**src/core/mcaf_pkg.sv**
```systemverilog
// Shared constants for the memory controller abort, remap and flash read block
package mcaf_pkg;

  // Register offsets on the register port
  localparam logic [7:0] REG_REMAP        = 8'h00;
  localparam logic [7:0] REG_ABORT_STATUS = 8'h04;
  localparam logic [7:0] REG_ABORT_ADDR   = 8'h08;

  // Remap control field
  localparam int BIT_REMAP_TOGGLE = 0;

  // Abort status field positions
  localparam int ASR_UNDEF    = 0;
  localparam int ASR_MISAL    = 1;
  localparam int ASR_SIZE_LO  = 8;
  localparam int ASR_TYPE_LO  = 10;
  localparam int ASR_DMA_SRC  = 16;
  localparam int ASR_CPU_SRC  = 17;
  localparam int ASR_DMA_SEEN = 24;
  localparam int ASR_CPU_SEEN = 25;

  // Reset values
  localparam logic [31:0] ABORT_STATUS_RST = 32'h0000_0000;
  localparam logic [31:0] ABORT_ADDR_RST   = 32'h0000_0000;

  // Access size codes
  localparam logic [1:0] SZ_BYTE = 2'h0;
  localparam logic [1:0] SZ_HALF = 2'h1;
  localparam logic [1:0] SZ_WORD = 2'h2;

  // Access type codes
  localparam logic [1:0] ACC_READ  = 2'h0;
  localparam logic [1:0] ACC_WRITE = 2'h1;
  localparam logic [1:0] ACC_FETCH = 2'h2;

  // Bus master identity
  localparam logic MST_DMA = 1'b0;
  localparam logic MST_CPU = 1'b1;

  // Top-level area decode on address bits 31:28
  localparam int         AREA_MSB      = 31;
  localparam int         AREA_LSB      = 28;
  localparam logic [3:0] AREA_INTERNAL = 4'h0;
  localparam logic [3:0] AREA_PERIPH   = 4'hf;

  // Internal memory 1 MByte slots on address bits 27:20
  localparam int         SUB_MSB      = 27;
  localparam int         SUB_LSB      = 20;
  localparam logic [7:0] SUB_AREA0    = 8'h00;
  localparam logic [7:0] SUB_FLASH    = 8'h01;
  localparam logic [7:0] SUB_SRAM     = 8'h02;
  localparam logic [7:0] SUB_NO_ABORT = 8'h03;

  // Flash geometry: 256 KByte array, 256-byte pages, 32 lock regions
  localparam int FLASH_MSB    = 17;
  localparam int WORD_LSB     = 2;
  localparam int FLASH_WORD_W = FLASH_MSB - WORD_LSB + 1;
  localparam int PAGE_MSB     = 7;
  localparam int PAGE_WORDS_W = PAGE_MSB - WORD_LSB + 1;
  localparam int PAGE_WORDS   = 1 << PAGE_WORDS_W;
  localparam int LOCK_BITS    = 32;
  localparam int LOCK_IDX_W   = 5;
  localparam int LOCK_LSB     = FLASH_MSB + 1 - LOCK_IDX_W;
  localparam int GPNV_BITS    = 2;
  localparam int HALF_SEL     = 1;

  // Wait-state field width
  localparam int FWS_W = 2;

  // Flash read sequencer states, Gray along idle -> demand -> prefetch wait
  typedef enum logic [1:0] {
    ST_IDLE   = 2'b00,
    ST_DEMAND = 2'b01,
    ST_PFWAIT = 2'b11
  } mcaf_state_t;

endpackage : mcaf_pkg

```
**src/core/mcaf_addr_chk.sv**
```systemverilog
// Address decode and misalignment check for one bus access
`timescale 1ns/1ps
module mcaf_addr_chk import mcaf_pkg::*; (
  // Access under test
  input  wire logic [31:0] addr,
  input  wire logic [1:0]  accSize,
  input  wire logic [1:0]  accType,
  input  wire logic        accMaster,
  input  wire logic        remapped,
  // Decode results
  output logic             undefAddr,
  output logic             misalAddr,
  output logic             flashSel
);

  // Word needs bits 1:0 clear, half-word needs bit 0 clear
  function automatic logic misaligned(input logic [1:0] sz, input logic [1:0] low);
    misaligned = ((sz == SZ_WORD) && (low != 2'h0)) || ((sz == SZ_HALF) && low[0]);
  endfunction : misaligned

  logic [3:0] area;
  logic [7:0] slot;

  // Area and slot decode; slot 3 is deliberately tolerated without abort
  always_comb begin
    area      = addr[AREA_MSB:AREA_LSB];
    slot      = addr[SUB_MSB:SUB_LSB];
    undefAddr = 1'b0;
    flashSel  = 1'b0;
    if (area == AREA_INTERNAL) begin
      flashSel  = (slot == SUB_FLASH) || ((slot == SUB_AREA0) && !remapped);
      undefAddr = (slot != SUB_AREA0) && (slot != SUB_FLASH) && (slot != SUB_SRAM) && (slot != SUB_NO_ABORT);
    end else if (area != AREA_PERIPH) begin
      undefAddr = 1'b1;
    end
  end

  // Processor instruction fetches escape the check
  assign misalAddr = !((accType == ACC_FETCH) && (accMaster == MST_CPU)) &&
                     misaligned(accSize, addr[1:0]);

endmodule : mcaf_addr_chk

```
**src/core/mcaf_page_buf.sv**
```systemverilog
// Write-only flash page latch, drained by the programming engine
`timescale 1ns/1ps
module mcaf_page_buf import mcaf_pkg::*; (
  // Clock
  input  wire logic                    core_clk,
  // Bus side write
  input  wire logic                    wrEn,
  input  wire logic [PAGE_WORDS_W-1:0] wrIdx,
  input  wire logic [31:0]             wrData,
  // Programming side read
  input  wire logic [PAGE_WORDS_W-1:0] rdIdx,
  output logic      [31:0]             rdData
);

  logic [31:0] mem [PAGE_WORDS];

  // Storage holds no reset; contents are undefined until a page is written
  always_ff @(posedge core_clk) begin
    if (wrEn) begin
      mem[wrIdx] <= wrData;
    end
  end

  // Registered read port
  always_ff @(posedge core_clk) begin
    rdData <= mem[rdIdx];
  end

endmodule : mcaf_page_buf

```
**src/core/mcaf_top.sv**
```systemverilog
// Memory controller: remap, abort status and flash read path with read-ahead
// How it works
// - Writing 1 to remap bit 0 toggles area zero remap; writing 0 does nothing.
// - Status bit 0 shows last abort came from an undefined address; resets to zero.
// - Status bit 1 shows last abort came from a misaligned address.
// - Status bits 9:8 hold aborted access size: byte, half-word, word.
// - Status bits 11:10 hold aborted access type: read, write, fetch.
// - Status bit 16 shows last abort was issued by the DMA master.
// - Status bit 17 shows last abort was issued by the processor.
// - Status bit 24 sticks once any DMA abort occurs.
// - Status bit 25 sticks once any processor abort occurs.
// - Abort address register holds the full 32-bit aborted address; resets to zero.
// - Two 32-bit buffers; second half-word fetch starts reading the next word.
// - Read-ahead buffers serve instruction fetches only, never data reads.
// - Wait states programmable 0 to 3; zero gives a two-cycle flash read.
// - One wait state: sequential fetches also alternate long and single-cycle.
// - Two or three wait states: sequential fetches alternate long and single-cycle.
// - Flash reads of 8, 16 and 32 bits are all accepted.
// - Flash decode ignores upper address bits, so contents repeat.
// - Write-only page buffer of one page, reachable across the whole 1 MByte slot.
// - Each lock region has a lock bit, shown on regionLocked for the last page write; locked writes still reach the page latch.
// - Two general-purpose non-volatile bits and 32 lock bits.
// - Only the first flash controller carries security and general-purpose bits.
// - Reading abort status clears the sticky per-master abort flags.
// - Misaligned word or half-word accesses abort; processor fetches unchecked.
`timescale 1ns/1ps
module mcaf_top import mcaf_pkg::*; #(
  parameter bit FIRST_CTRL = 1'b1
) (
  // Clock and reset
  input  wire logic                    core_clk,
  input  wire logic                    reset,
  // Register port
  input  wire logic [7:0]              regAddr,
  input  wire logic [31:0]             regWdata,
  input  wire logic                    regWr,
  input  wire logic                    regRd,
  output logic      [31:0]             regRdata,
  // System bus access from the arbitrated master
  input  wire logic                    busReq,
  input  wire logic [31:0]             busAddr,
  input  wire logic [31:0]             busWdata,
  input  wire logic [1:0]              busSize,
  input  wire logic [1:0]              busType,
  input  wire logic                    busMaster,
  output logic                         busReady,
  output logic                         busAbort,
  output logic      [31:0]             busRdata,
  // Flash array read port
  output logic                         flashRd,
  output logic      [FLASH_WORD_W-1:0] flashAddr,
  input  wire logic [31:0]             flashRdata,
  input  wire logic [FWS_W-1:0]        flashWaitStates,
  // Page buffer drain
  input  wire logic [PAGE_WORDS_W-1:0] pageRdIdx,
  output logic      [31:0]             pageRdata,
  // Non-volatile bits
  input  wire logic [LOCK_BITS-1:0]    lockBits,
  input  wire logic [GPNV_BITS-1:0]    gpnvBitsIn,
  input  wire logic                    securityIn,
  output logic                         regionLocked,
  output logic      [GPNV_BITS-1:0]    gpnvBits,
  output logic                         securityBit,
  output logic                         remapActive
);

  // Tag compare shared by both read buffers
  function automatic logic tagHit(input logic valid, input logic [FLASH_WORD_W-1:0] tag,
                                  input logic [FLASH_WORD_W-1:0] word);
    tagHit = valid && (tag == word);
  endfunction : tagHit

  mcaf_state_t state_r, state_nxt;

  logic                    remap_r;
  logic                    undefHit, misalHit, flashSel;
  logic                    accept, abortNow, isFetch, isWrite, pageWr;
  logic [FLASH_WORD_W-1:0] reqWord, curWord;
  logic                    undef_r, misal_r, dmaSrc_r, cpuSrc_r, dmaSeen_r, cpuSeen_r;
  logic [1:0]              abtSize_r, abtType_r;
  logic [31:0]             abtAddr_r, statusWord;
  logic                    rdStatus;
  logic [FLASH_WORD_W-1:0] reqTag_r;
  logic                    reqHi_r, reqFetch_r;
  logic                    portBusy_r, portPf_r, portDone;
  logic [FWS_W-1:0]        cnt_r;
  logic [FLASH_WORD_W-1:0] bufTag_r, pfTag_r;
  logic [31:0]             bufData_r, pfData_r;
  logic                    bufValid_r, pfValid_r;
  logic                    respNow, startDemand, startPf, fillBuf, moveToBuf;
  logic [31:0]             respData;
  logic [FLASH_WORD_W-1:0] pfWord;
  logic [LOCK_IDX_W-1:0]   lockIdx;

  mcaf_addr_chk u_addr_chk (
    .addr      (busAddr),
    .accSize   (busSize),
    .accType   (busType),
    .accMaster (busMaster),
    .remapped  (remap_r),
    .undefAddr (undefHit),
    .misalAddr (misalHit),
    .flashSel  (flashSel)
  );

  // Request qualification; only one access is outstanding at a time
  assign accept   = busReq && (state_r == ST_IDLE);
  assign abortNow = accept && (undefHit || misalHit);
  assign isFetch  = (busType == ACC_FETCH);
  assign isWrite  = (busType == ACC_WRITE);
  assign reqWord  = busAddr[FLASH_MSB:WORD_LSB];
  assign pageWr   = accept && !abortNow && flashSel && isWrite;
  assign portDone = portBusy_r && (cnt_r == '0);
  assign rdStatus = regRd && (regAddr == REG_ABORT_STATUS);
  assign lockIdx  = busAddr[FLASH_MSB:LOCK_LSB];

  // Remap toggles only on a written 1; nothing else touches it
  always_ff @(posedge core_clk) begin
    if (reset) begin
      remap_r <= 1'b0;
    end else if (regWr && (regAddr == REG_REMAP) && regWdata[BIT_REMAP_TOGGLE]) begin
      remap_r <= ~remap_r;
    end
  end

  // Last-abort capture: cause, size, type, source and address
  always_ff @(posedge core_clk) begin
    if (reset) begin
      undef_r   <= ABORT_STATUS_RST[ASR_UNDEF];
      misal_r   <= ABORT_STATUS_RST[ASR_MISAL];
      abtSize_r <= ABORT_STATUS_RST[ASR_SIZE_LO +: 2];
      abtType_r <= ABORT_STATUS_RST[ASR_TYPE_LO +: 2];
      dmaSrc_r  <= ABORT_STATUS_RST[ASR_DMA_SRC];
      cpuSrc_r  <= ABORT_STATUS_RST[ASR_CPU_SRC];
      abtAddr_r <= ABORT_ADDR_RST;
    end else if (abortNow) begin
      undef_r   <= undefHit;
      misal_r   <= misalHit && !undefHit;
      abtSize_r <= busSize;
      abtType_r <= busType;
      dmaSrc_r  <= (busMaster == MST_DMA);
      cpuSrc_r  <= (busMaster == MST_CPU);
      abtAddr_r <= busAddr;
    end
  end

  // Sticky flags: a new abort in the reading cycle wins over the clear
  always_ff @(posedge core_clk) begin
    if (reset) begin
      dmaSeen_r <= ABORT_STATUS_RST[ASR_DMA_SEEN];
      cpuSeen_r <= ABORT_STATUS_RST[ASR_CPU_SEEN];
    end else begin
      if (abortNow && (busMaster == MST_DMA)) begin
        dmaSeen_r <= 1'b1;
      end else if (rdStatus) begin
        dmaSeen_r <= 1'b0;
      end
      if (abortNow && (busMaster == MST_CPU)) begin
        cpuSeen_r <= 1'b1;
      end else if (rdStatus) begin
        cpuSeen_r <= 1'b0;
      end
    end
  end

  // Status word assembly, unassigned bits held at zero
  always_comb begin
    statusWord                   = '0;
    statusWord[ASR_UNDEF]        = undef_r;
    statusWord[ASR_MISAL]        = misal_r;
    statusWord[ASR_SIZE_LO +: 2] = abtSize_r;
    statusWord[ASR_TYPE_LO +: 2] = abtType_r;
    statusWord[ASR_DMA_SRC]      = dmaSrc_r;
    statusWord[ASR_CPU_SRC]      = cpuSrc_r;
    statusWord[ASR_DMA_SEEN]     = dmaSeen_r;
    statusWord[ASR_CPU_SEEN]     = cpuSeen_r;
  end

  // Read data one cycle after the strobe; remap is write-only and reads zero
  always_ff @(posedge core_clk) begin
    if (reset) begin
      regRdata <= '0;
    end else if (regRd) begin
      unique case (regAddr)
        REG_ABORT_STATUS: regRdata <= statusWord;
        REG_ABORT_ADDR:   regRdata <= abtAddr_r;
        default:          regRdata <= '0;
      endcase
    end
  end

  // Request details kept for multi-cycle flash reads
  always_ff @(posedge core_clk) begin
    if (reset) begin
      reqTag_r   <= '0;
      reqHi_r    <= 1'b0;
      reqFetch_r <= 1'b0;
    end else if (accept) begin
      reqTag_r   <= reqWord;
      reqHi_r    <= busAddr[HALF_SEL];
      reqFetch_r <= isFetch;
    end
  end

  // Read sequencing: buffer hits answer at once, misses go to the array
  always_comb begin
    state_nxt   = state_r;
    respNow     = 1'b0;
    respData    = '0;
    startDemand = 1'b0;
    startPf     = 1'b0;
    fillBuf     = 1'b0;
    moveToBuf   = 1'b0;
    curWord     = accept ? reqWord : reqTag_r;
    pfWord      = curWord + 1'b1;
    unique case (state_r)
      ST_IDLE: begin
        if (accept) begin
          if (abortNow || !flashSel || isWrite) begin
            respNow = 1'b1;
          end else if (isFetch && tagHit(bufValid_r, bufTag_r, reqWord)) begin
            respNow  = 1'b1;
            respData = bufData_r;
            startPf  = busAddr[HALF_SEL] && !tagHit(pfValid_r, pfTag_r, pfWord);
          end else if (isFetch && tagHit(pfValid_r, pfTag_r, reqWord)) begin
            respNow   = 1'b1;
            respData  = pfData_r;
            moveToBuf = 1'b1;
            startPf   = busAddr[HALF_SEL];
          end else if (isFetch && portBusy_r && portPf_r && (flashAddr == reqWord)) begin
            state_nxt = ST_PFWAIT;
          end else begin
            startDemand = 1'b1;
            state_nxt   = ST_DEMAND;
          end
        end
      end
      ST_DEMAND: begin
        if (portDone) begin
          respNow   = 1'b1;
          respData  = flashRdata;
          fillBuf   = reqFetch_r;
          startPf   = reqFetch_r && reqHi_r;
          state_nxt = ST_IDLE;
        end
      end
      ST_PFWAIT: begin
        if (tagHit(pfValid_r, pfTag_r, reqTag_r)) begin
          respNow   = 1'b1;
          respData  = pfData_r;
          moveToBuf = 1'b1;
          startPf   = reqHi_r;
          state_nxt = ST_IDLE;
        end else if (!portBusy_r) begin
          startDemand = 1'b1;
          state_nxt   = ST_DEMAND;
        end
      end
      default: begin
        state_nxt = ST_IDLE;
      end
    endcase
  end

  // Sequencer state
  always_ff @(posedge core_clk) begin
    if (reset) begin
      state_r <= ST_IDLE;
    end else begin
      state_r <= state_nxt;
    end
  end

  // Array port: a demand read pre-empts any read-ahead in flight
  always_ff @(posedge core_clk) begin
    if (reset) begin
      portBusy_r <= 1'b0;
      portPf_r   <= 1'b0;
      cnt_r      <= '0;
      flashAddr  <= '0;
    end else if (startDemand) begin
      portBusy_r <= 1'b1;
      portPf_r   <= 1'b0;
      cnt_r      <= flashWaitStates;
      flashAddr  <= curWord;
    end else if (startPf) begin
      portBusy_r <= 1'b1;
      portPf_r   <= 1'b1;
      cnt_r      <= flashWaitStates;
      flashAddr  <= pfWord;
    end else if (portDone) begin
      portBusy_r <= 1'b0;
    end else if (portBusy_r) begin
      cnt_r <= cnt_r - 1'b1;
    end
  end

  // Array read strobe follows the port, straight from its flop
  assign flashRd = portBusy_r;

  // Read-ahead buffer fills when its own array read completes
  always_ff @(posedge core_clk) begin
    if (reset) begin
      pfValid_r <= 1'b0;
      pfTag_r   <= '0;
      pfData_r  <= '0;
    end else if (portDone && portPf_r) begin
      pfValid_r <= 1'b1;
      pfTag_r   <= flashAddr;
      pfData_r  <= flashRdata;
    end
  end

  // Current fetch buffer, loaded from the array or from the read-ahead buffer
  always_ff @(posedge core_clk) begin
    if (reset) begin
      bufValid_r <= 1'b0;
      bufTag_r   <= '0;
      bufData_r  <= '0;
    end else if (fillBuf) begin
      bufValid_r <= 1'b1;
      bufTag_r   <= reqTag_r;
      bufData_r  <= flashRdata;
    end else if (moveToBuf) begin
      bufValid_r <= 1'b1;
      bufTag_r   <= pfTag_r;
      bufData_r  <= pfData_r;
    end
  end

  // Bus answer, registered; aborted accesses are cancelled and return zero
  always_ff @(posedge core_clk) begin
    if (reset) begin
      busReady <= 1'b0;
      busAbort <= 1'b0;
      busRdata <= '0;
    end else begin
      busReady <= respNow;
      busAbort <= respNow && abortNow;
      busRdata <= respData;
    end
  end

  // Page latch takes word writes anywhere in the flash slot
  mcaf_page_buf u_page_buf (
    .core_clk (core_clk),
    .wrEn     (pageWr),
    .wrIdx    (busAddr[PAGE_MSB:WORD_LSB]),
    .wrData   (busWdata),
    .rdIdx    (pageRdIdx),
    .rdData   (pageRdata)
  );

  // Lock state of the region last written, for the programming engine
  always_ff @(posedge core_clk) begin
    if (reset) begin
      regionLocked <= 1'b0;
    end else if (pageWr) begin
      regionLocked <= lockBits[lockIdx];
    end
  end

  // Non-volatile bits exported only by the first controller
  always_ff @(posedge core_clk) begin
    if (reset) begin
      gpnvBits    <= '0;
      securityBit <= 1'b0;
    end else begin
      gpnvBits    <= FIRST_CTRL ? gpnvBitsIn : '0;
      securityBit <= FIRST_CTRL && securityIn;
    end
  end

  // Remap state published to the memory decode
  assign remapActive = remap_r;

endmodule : mcaf_top

```
**config.mk**
```make
export PLATFORM = sky130hd
export DESIGN_NAME = mcaf_top
export DESIGN_NICKNAME = d
export VERILOG_FILES = /design/src/core/mcaf_pkg.sv /design/src/core/mcaf_addr_chk.sv /design/src/core/mcaf_page_buf.sv /design/src/core/mcaf_top.sv
export SDC_FILE = /design/constraint.sdc
export NUM_CORES = 2
export LEC_CHECK = 0
export BUFFER_PORTS_ARGS = -buffer_cell sky130_fd_sc_hd__buf_4
export CAP_MARGIN = 0
export CORE_MARGIN = 1.5
export CORE_UTILIZATION = 55
export DETAILED_ROUTE_END_ITERATION = 7
export PLACE_DENSITY = 0.79
export SYNTH_ARGS = -nofsm -noshare
export SYNTH_HDL_FRONTEND = slang
export SYNTH_SLANG_ARGS = --single-unit
```
**constraint.sdc**
```tcl
create_clock -name core_clk -period 8.75 [get_ports core_clk]
set_input_delay 0 -clock core_clk [delete_from_list [all_inputs] [get_ports core_clk]]
set_output_delay 0 -clock core_clk [all_outputs]
set_load 0.05 [all_outputs]
```
# --- Word level (Yosys, flattened, before mapping) ---
# Memories as Yosys holds them, arrays and structs flattened. A register that Yosys moved wholly into a read port is not among the register bits.
# Index checks and enable logic that the tools add are counted.
# W data, S select, Z words.
totals:
  mem_count: 1
  output_inout_bits: 120
  ram_bits: 2048
  register_bits: 251
mem_list:
  columns: ["name", "depth", "word_bits", "read_ports", "rd_clocked_by_memory_dff", "write_ports", "line", "text"]
  rows:
  - ["u_page_buf.mem", 64, 32, 1, 1, 1, "mcaf_page_buf.sv:15", "logic [31:0] mem [PAGE_WORDS];"]
op_classes:
  n_reduce_logical: 60
  bitwise_logic: 2
  order_cmp: 1
  mux: 71
  n_eq_ne: 25
  add_sub_neg: 2
op_table:
  columns: ["cell", "n"]
  rows:
  - ["$mux W32", 8]
  - ["$pmux W32 S3", 1]
  - ["$eq A16 B16 Y1", 5]
  - ["$mux W16", 5]
  - ["$pmux W32 S2", 1]
  - ["$mux W1", 38]
  - ["$logic_and A1 B1 Y1", 33]
  - ["$mux W2", 12]
  - ["$add A16 B1 Y16 const B", 1]
  - ["$logic_not A8 Y1", 2]
  - ["$ne A8 B2 Y1 const B", 2]
  - ["$ne A2 B2 Y1 const B", 5]
  - ["$reduce_bool A2 Y1", 5]
  - ["$eq A8 B1 Y1 const B", 1]
  - ["$eq A8 B3 Y1 const B", 1]
  - ["$eq A8 B4 Y1 const B", 1]
  - ["$ne A8 B1 Y1 const B", 1]
  - ["$reduce_bool A8 Y1", 1]
  - ["$eq A2 B1 Y1 const B", 3]
  - ["$eq A2 B2 Y1 const B", 3]
  - ["$logic_not A1 Y1", 6]
  - ["$lt A5 B6 Y1 const B", 1]
  - ["$pmux W1 S3", 2]
  - ["$pmux W2 S3", 1]
  - ["14 further kinds", 22]

# --- Logic depth before layout (Yosys ltp) ---
depth:
  depth_word: 14
  mapped_depth: 19

# --- Cells and area by module ---
# From an unflattened synthesis, not the netlist that was laid out.
hier_totals:
  cells_unflattened: 5043
  hier_area_um2: 90819.6
modules_own_cells:
  columns: ["module", "area_per_inst_um2", "cells_each", "instances", "seq_area_each_um2"]
  rows:
  - ["mcaf_page_buf", 78885.7, 3572, 1, 62139.6]
  - ["mcaf_top", 11845.1, 1460, 1, 5024.8]
  - ["mcaf_addr_chk", 88.8, 11, 1, 0.0]

# --- Worst setup path after synthesis ---
# No wires, ideal clock.
synth_timing:
  kind: "reg2reg"
  startpoint: "register state_r[0]"
  endpoint: "memory u_page_buf.mem[30][0], enable pin"
  setup_slack_ps: 4689
  required_ps: 8329
  setup_time_ps: 421
  t_arrival_ps: 3640
  path_stages_with_launch: 11
  cell_sequence: "dfxtp_1 inv_1 ha_1 nand2_1 buf_4 buf_2 clkbuf_1 nor4b_1 nor2b_1 nand3_1 nor2_1"
synth_between:
  elab_chain_len: 9
synth_lines:
  columns: ["item", "line", "text"]
  rows:
  - ["start, declared", "mcaf_top.sv:73", "mcaf_state_t state_r, state_nxt;"]
  - ["start signal, assigned", "mcaf_top.sv:270", "state_r <= state_nxt;"]
  - ["$logic_not A2 Y1 (*)", "mcaf_top.sv:107", "assign accept = busReq && (state_r == ST_IDLE);"]
  - ["$logic_and A1 B1 Y1 (*)", "mcaf_top.sv:107", null]
  - ["$logic_and A1 B1 Y1", "mcaf_top.sv:108", "assign abortNow = accept && (undefHit || misalHit);"]
  - ["$logic_not A1 Y1", "mcaf_top.sv:112", "assign pageWr = accept && !abortNow && flashSel && isWrite;"]
  - ["$logic_and A1 B1 Y1 (*) (3 in a row)", "mcaf_top.sv:112", null]
  - ["$mux W1 (*)", "mcaf_page_buf.sv:19", "if (wrEn) begin"]
  - ["$mux W1 (implied by the code) (*)", "mcaf_page_buf.sv:20", "mem[wrIdx] <= wrData;"]
  - ["end, declared", "mcaf_page_buf.sv:15", null]
# Mark *: on every way between the ends. The rest lies on a longest branch, timed or not.

# --- Worst setup path in the final report ---
layout_timing:
  startpoint: "register state_r[0]"
  endpoint: "memory u_page_buf.mem[14][23], enable pin"
# The elaborated chain is that of the path after synthesis.

==> flow_summary.ini <==
[status]
status = complete, no violations

[yosys]
synth_seq_cells = 2331
synth_top_family_by_area = multiplexers
synth_edf_count = 2048
mappedNetlistNets = 4653
synth.area.mux_share = 0.1732
synth-simple-area-share = 0.03269
yosysSeqAreaShare = 0.7467
synth_warnings = 0
synth_compound_area_frac = 0.02516
synthCells = 4458
async_flop_share = 0
synth_adder_area_share = 0.0008346
synth_cell_types = 68
netlist_area_um2 = 89950
avgSynthCellArea_um2 = 20.18
synth_xor_area_frac = 0.008763
ys_dominant_reg_cell = edfxtp_1

[pwr]
p_int_mw = 18.04
switchingPower_mw = 5.061
pwr-share-seq = 0.526
p_leak_nw = 33.11
pwr_density_cell_nw_per_um2 = 221.3
power_frac_clock = 0.417
switching_share = 0.2191
comb_power_share = 0.057
ir_drop_v = 0.0002089

[worst_setup_path]
end_kind = flip-flop
worst_path_most_repeated_cell = buf_4
path_class = flip-flop to flip-flop
crit_fanout = 18
worstSetupStartpoint = state_r[0]
worstPathBufferInverterCount = 4
slowest_delay_ns = 0.91
crit_family = simple AND/OR/NAND/NOR gates
crit_chain = inv_1, ha_1, nand2_1, buf_4, nor4b_1, buf_4, nor2b_1, nand3_1, nor2_4, buf_4
critPathArrivalTime_ns = 5.93
cp-start-kind = flip-flop
critPathRequiredTime_ns = 9.24
worst_path_max_delay_cell = nor2_4
reg2reg_from = state_r[0]

[grt]
grt_overflow = 0
grt_most_used_layer = met2
globalRouteTotalUtil = 0.3047
grt_pass1_wl_um = 361500
use_met2 = 0.5059
grt_pass1_vias = 50330
antenna_found_initial = 12
globalRouteMet1Util = 0.3867
grt_max_degree = 123
use_met3 = 0.06758

[die]
die_x_um = 407.4
die_area_um2 = 166000
die_h_um = 407.4
start_util = 0.5532
io_pins = 309
num_rows = 148
coreArea_um2 = 162600

[route]
viasPerCell = 6.738
first_pass_iters = 6
wl_per_cell_um = 34.53
finalWirelength_um = 253500
drt_iter0_drc = 7266
final_antenna_net_count = 0
vias = 49470
drc_errors = 0

[final_layout]
final_net_count = 5171
num-fill-cells = 10040
areaGrowthSynthToFinish_pct = 16.03
final_area_um2 = 104400
drive_gt1_frac = 0.2833

[timing]
post-route-period-util = 0.6210
finalHoldViolations = 0
final_max_slew_viol_count = 0
relSlewSlack = 0.1585
period_needed_ns = 5.433
maxClockFrequency_mhz = 184.0
rsz0062_at_grt = no
fin_tns_setup_ns = 0
skew_ns = 0.09845
setup_violations = 0
worst_pin_slew_ns = 1.261

[clock_network]
h-tree-depth = 4
clock_sinks = 2331
numCtsBuffers = 216
cts_tree = built
clock_latency_ns = 0.89
cts_buffer_depth = 3
root_buffer = clkbuf_16
clk_pin_slew_ns = 0.07
post-cts-setup-buffer-count = 0

[worst_hold_path]
hp-start = lockBits[8]
hold_path_class = input port to flip-flop

[place]
routabilityCongestion = 0.8801
place_area_um2 = 94990
io_buffers = 277
dpl.hpwl_um = 125100

[run]
maxCapViolations = 0
[state kept, by name, summed over array words and instances, names as in the netlist, 2 cells and up]
register / cells
u_page_buf.mem: 2048
abtAddr_r: 32
bufData_r: 32
busRdata: 32
pfData_r: 32
regRdata: 32
u_page_buf.rdData: 32
bufTag_r: 16
flashAddr: 16
pfTag_r: 16
reqTag_r: 16
abtSize_r: 2
abtType_r: 2
cnt_r: 2
gpnvBits: 2
state_r: 2
[layout by cell type, fill, tap and decap left out, drive strengths merged, types with 20 or more instances in the layout]
| cell type | n |
|---|---|
| dlygate4sd3 | 212 |
| buf | 374 |
| o21ai | 27 |
| nand2 | 372 |
| clkbuf | 280 |
| xnor2 | 51 |
| edfxtp | 2048 |
| a311oi | 48 |
| nand3 | 20 |
| xor2 | 39 |
| mux2i | 23 |
| clkinv | 90 |
| dfxtp | 283 |
| mux4 | 676 |
| a22oi | 61 |
| bufinv | 20 |
| nor2 | 192 |
| a21oi | 130 |
[final timing paths]
check	to	slack (ns)	cells after the start
setup / recovery	u_page_buf.mem[14][23]	3.32	10
hold / removal	regionLocked	0.02	5
setup reg to reg	u_page_buf.mem[14][23]	3.32	10
hold reg to reg	abtType_r[1]	0.45	2
[cells by family (layout without fill, tap and decap cells)]
kind of cell	Yosys count	count (layout)
buffers and inverters	297	999
DFF	2331	2331
AOI/OAI and AO/OA	331	331
other	0	7
xor gates and xnor gates	90	90
muxes	710	710
and+or+nand+nor	693	693
adders and majority gates	6	6
[area by class of cell]
type	count	area [um^2]	area share
sequential	2331	67160	0.6435
multi-input combinational	1830	22150	0.2122
clock buffer	280	5914	0.05667
timing repair buffer	586	5035	0.04824
tap	2175	2721	0.02607
clock inverter	122	1324	0.01268
inverter	11	41.29	0.0003956
antenna	7	17.52	0.0001678
[per-stage QoR]
step / std cells / util / setup WS, ns / hold slack [ns] / total power, mW
finish: 7342 / 0.6419 / 3.317 / 0.01697 / 23.10
global route: 7335 / 0.6418 / 3.015 / 0.02708 / 23.57
CTS: 7335 / 0.6418 / 3.407 / 0.0003723 / 23.12
detailed placement: 6721 / 0.5843 / 3.376 / 0.2185 / 13.59
global placement: 6721 / 0.5843 / 3.509 / 0.2164 / 13.56
floorplan: 4458 / - / 4.689 / 0.09887 / 13.09
[worst reg2reg max path: stages (launching register included)]
cell and delay (ns):
dfxtp_1 0.33, inv_1 0.10, ha_1 0.42, nand2_1 0.65, buf_4 0.45, nor4b_1 0.32
buf_4 0.23, nor2b_1 0.33, nand3_1 0.78, nor2_4 0.91, buf_4 0.57
[metal layers]
layer	vias up	wire [um]
met3	709	26760
met5	-	119
met2	3794	126500
met1	25690	87020
li1	19270	-
met4	10	13070
[synth_stat cells, drive strengths merged (9+ instances only)]
master  number  area share
clkbuf     200      0.0083
mux2i       23      0.0026
xor2        39      0.0038
edfxtp    2048        0.68
a22oi       61      0.0051
nand3       20      0.0011
o21ai       27      0.0015
mux4       676        0.17
nor2       192      0.0080
xnor2       51      0.0050
buf         86      0.0039
mux2        11      0.0014
nor4        17      0.0013
a311oi      48      0.0047
nand2      372       0.016
a222oi      11      0.0012
nor3        13     0.00072
inv         10     0.00042
dfxtp      283       0.063
nand4       16      0.0011
nor2b       10     0.00070
and3         9     0.00063
o22ai       12      0.0015
a21oi      130      0.0073
[power groups by stage]
stage	sequential, mW	clock, mW	combinational (mW)
6_report	12.1	9.64	1.31
5_1_grt	12.1	10.1	1.36
4_1_cts	12.1	9.68	1.30
3_5_place_dp	12.4	0	1.20
3_3_place_gp	12.4	0	1.17
2_1_floorplan	12.5	0	0.625
[what timing repair did]
item,4_1_cts,5_1_grt
endpoints found under the hold margin,2319,0
hold buffers,212,0
resized for setup,0,0
setup endpoints to repair,0,0
No activity file was read; power rests on OpenSTA's default activity.
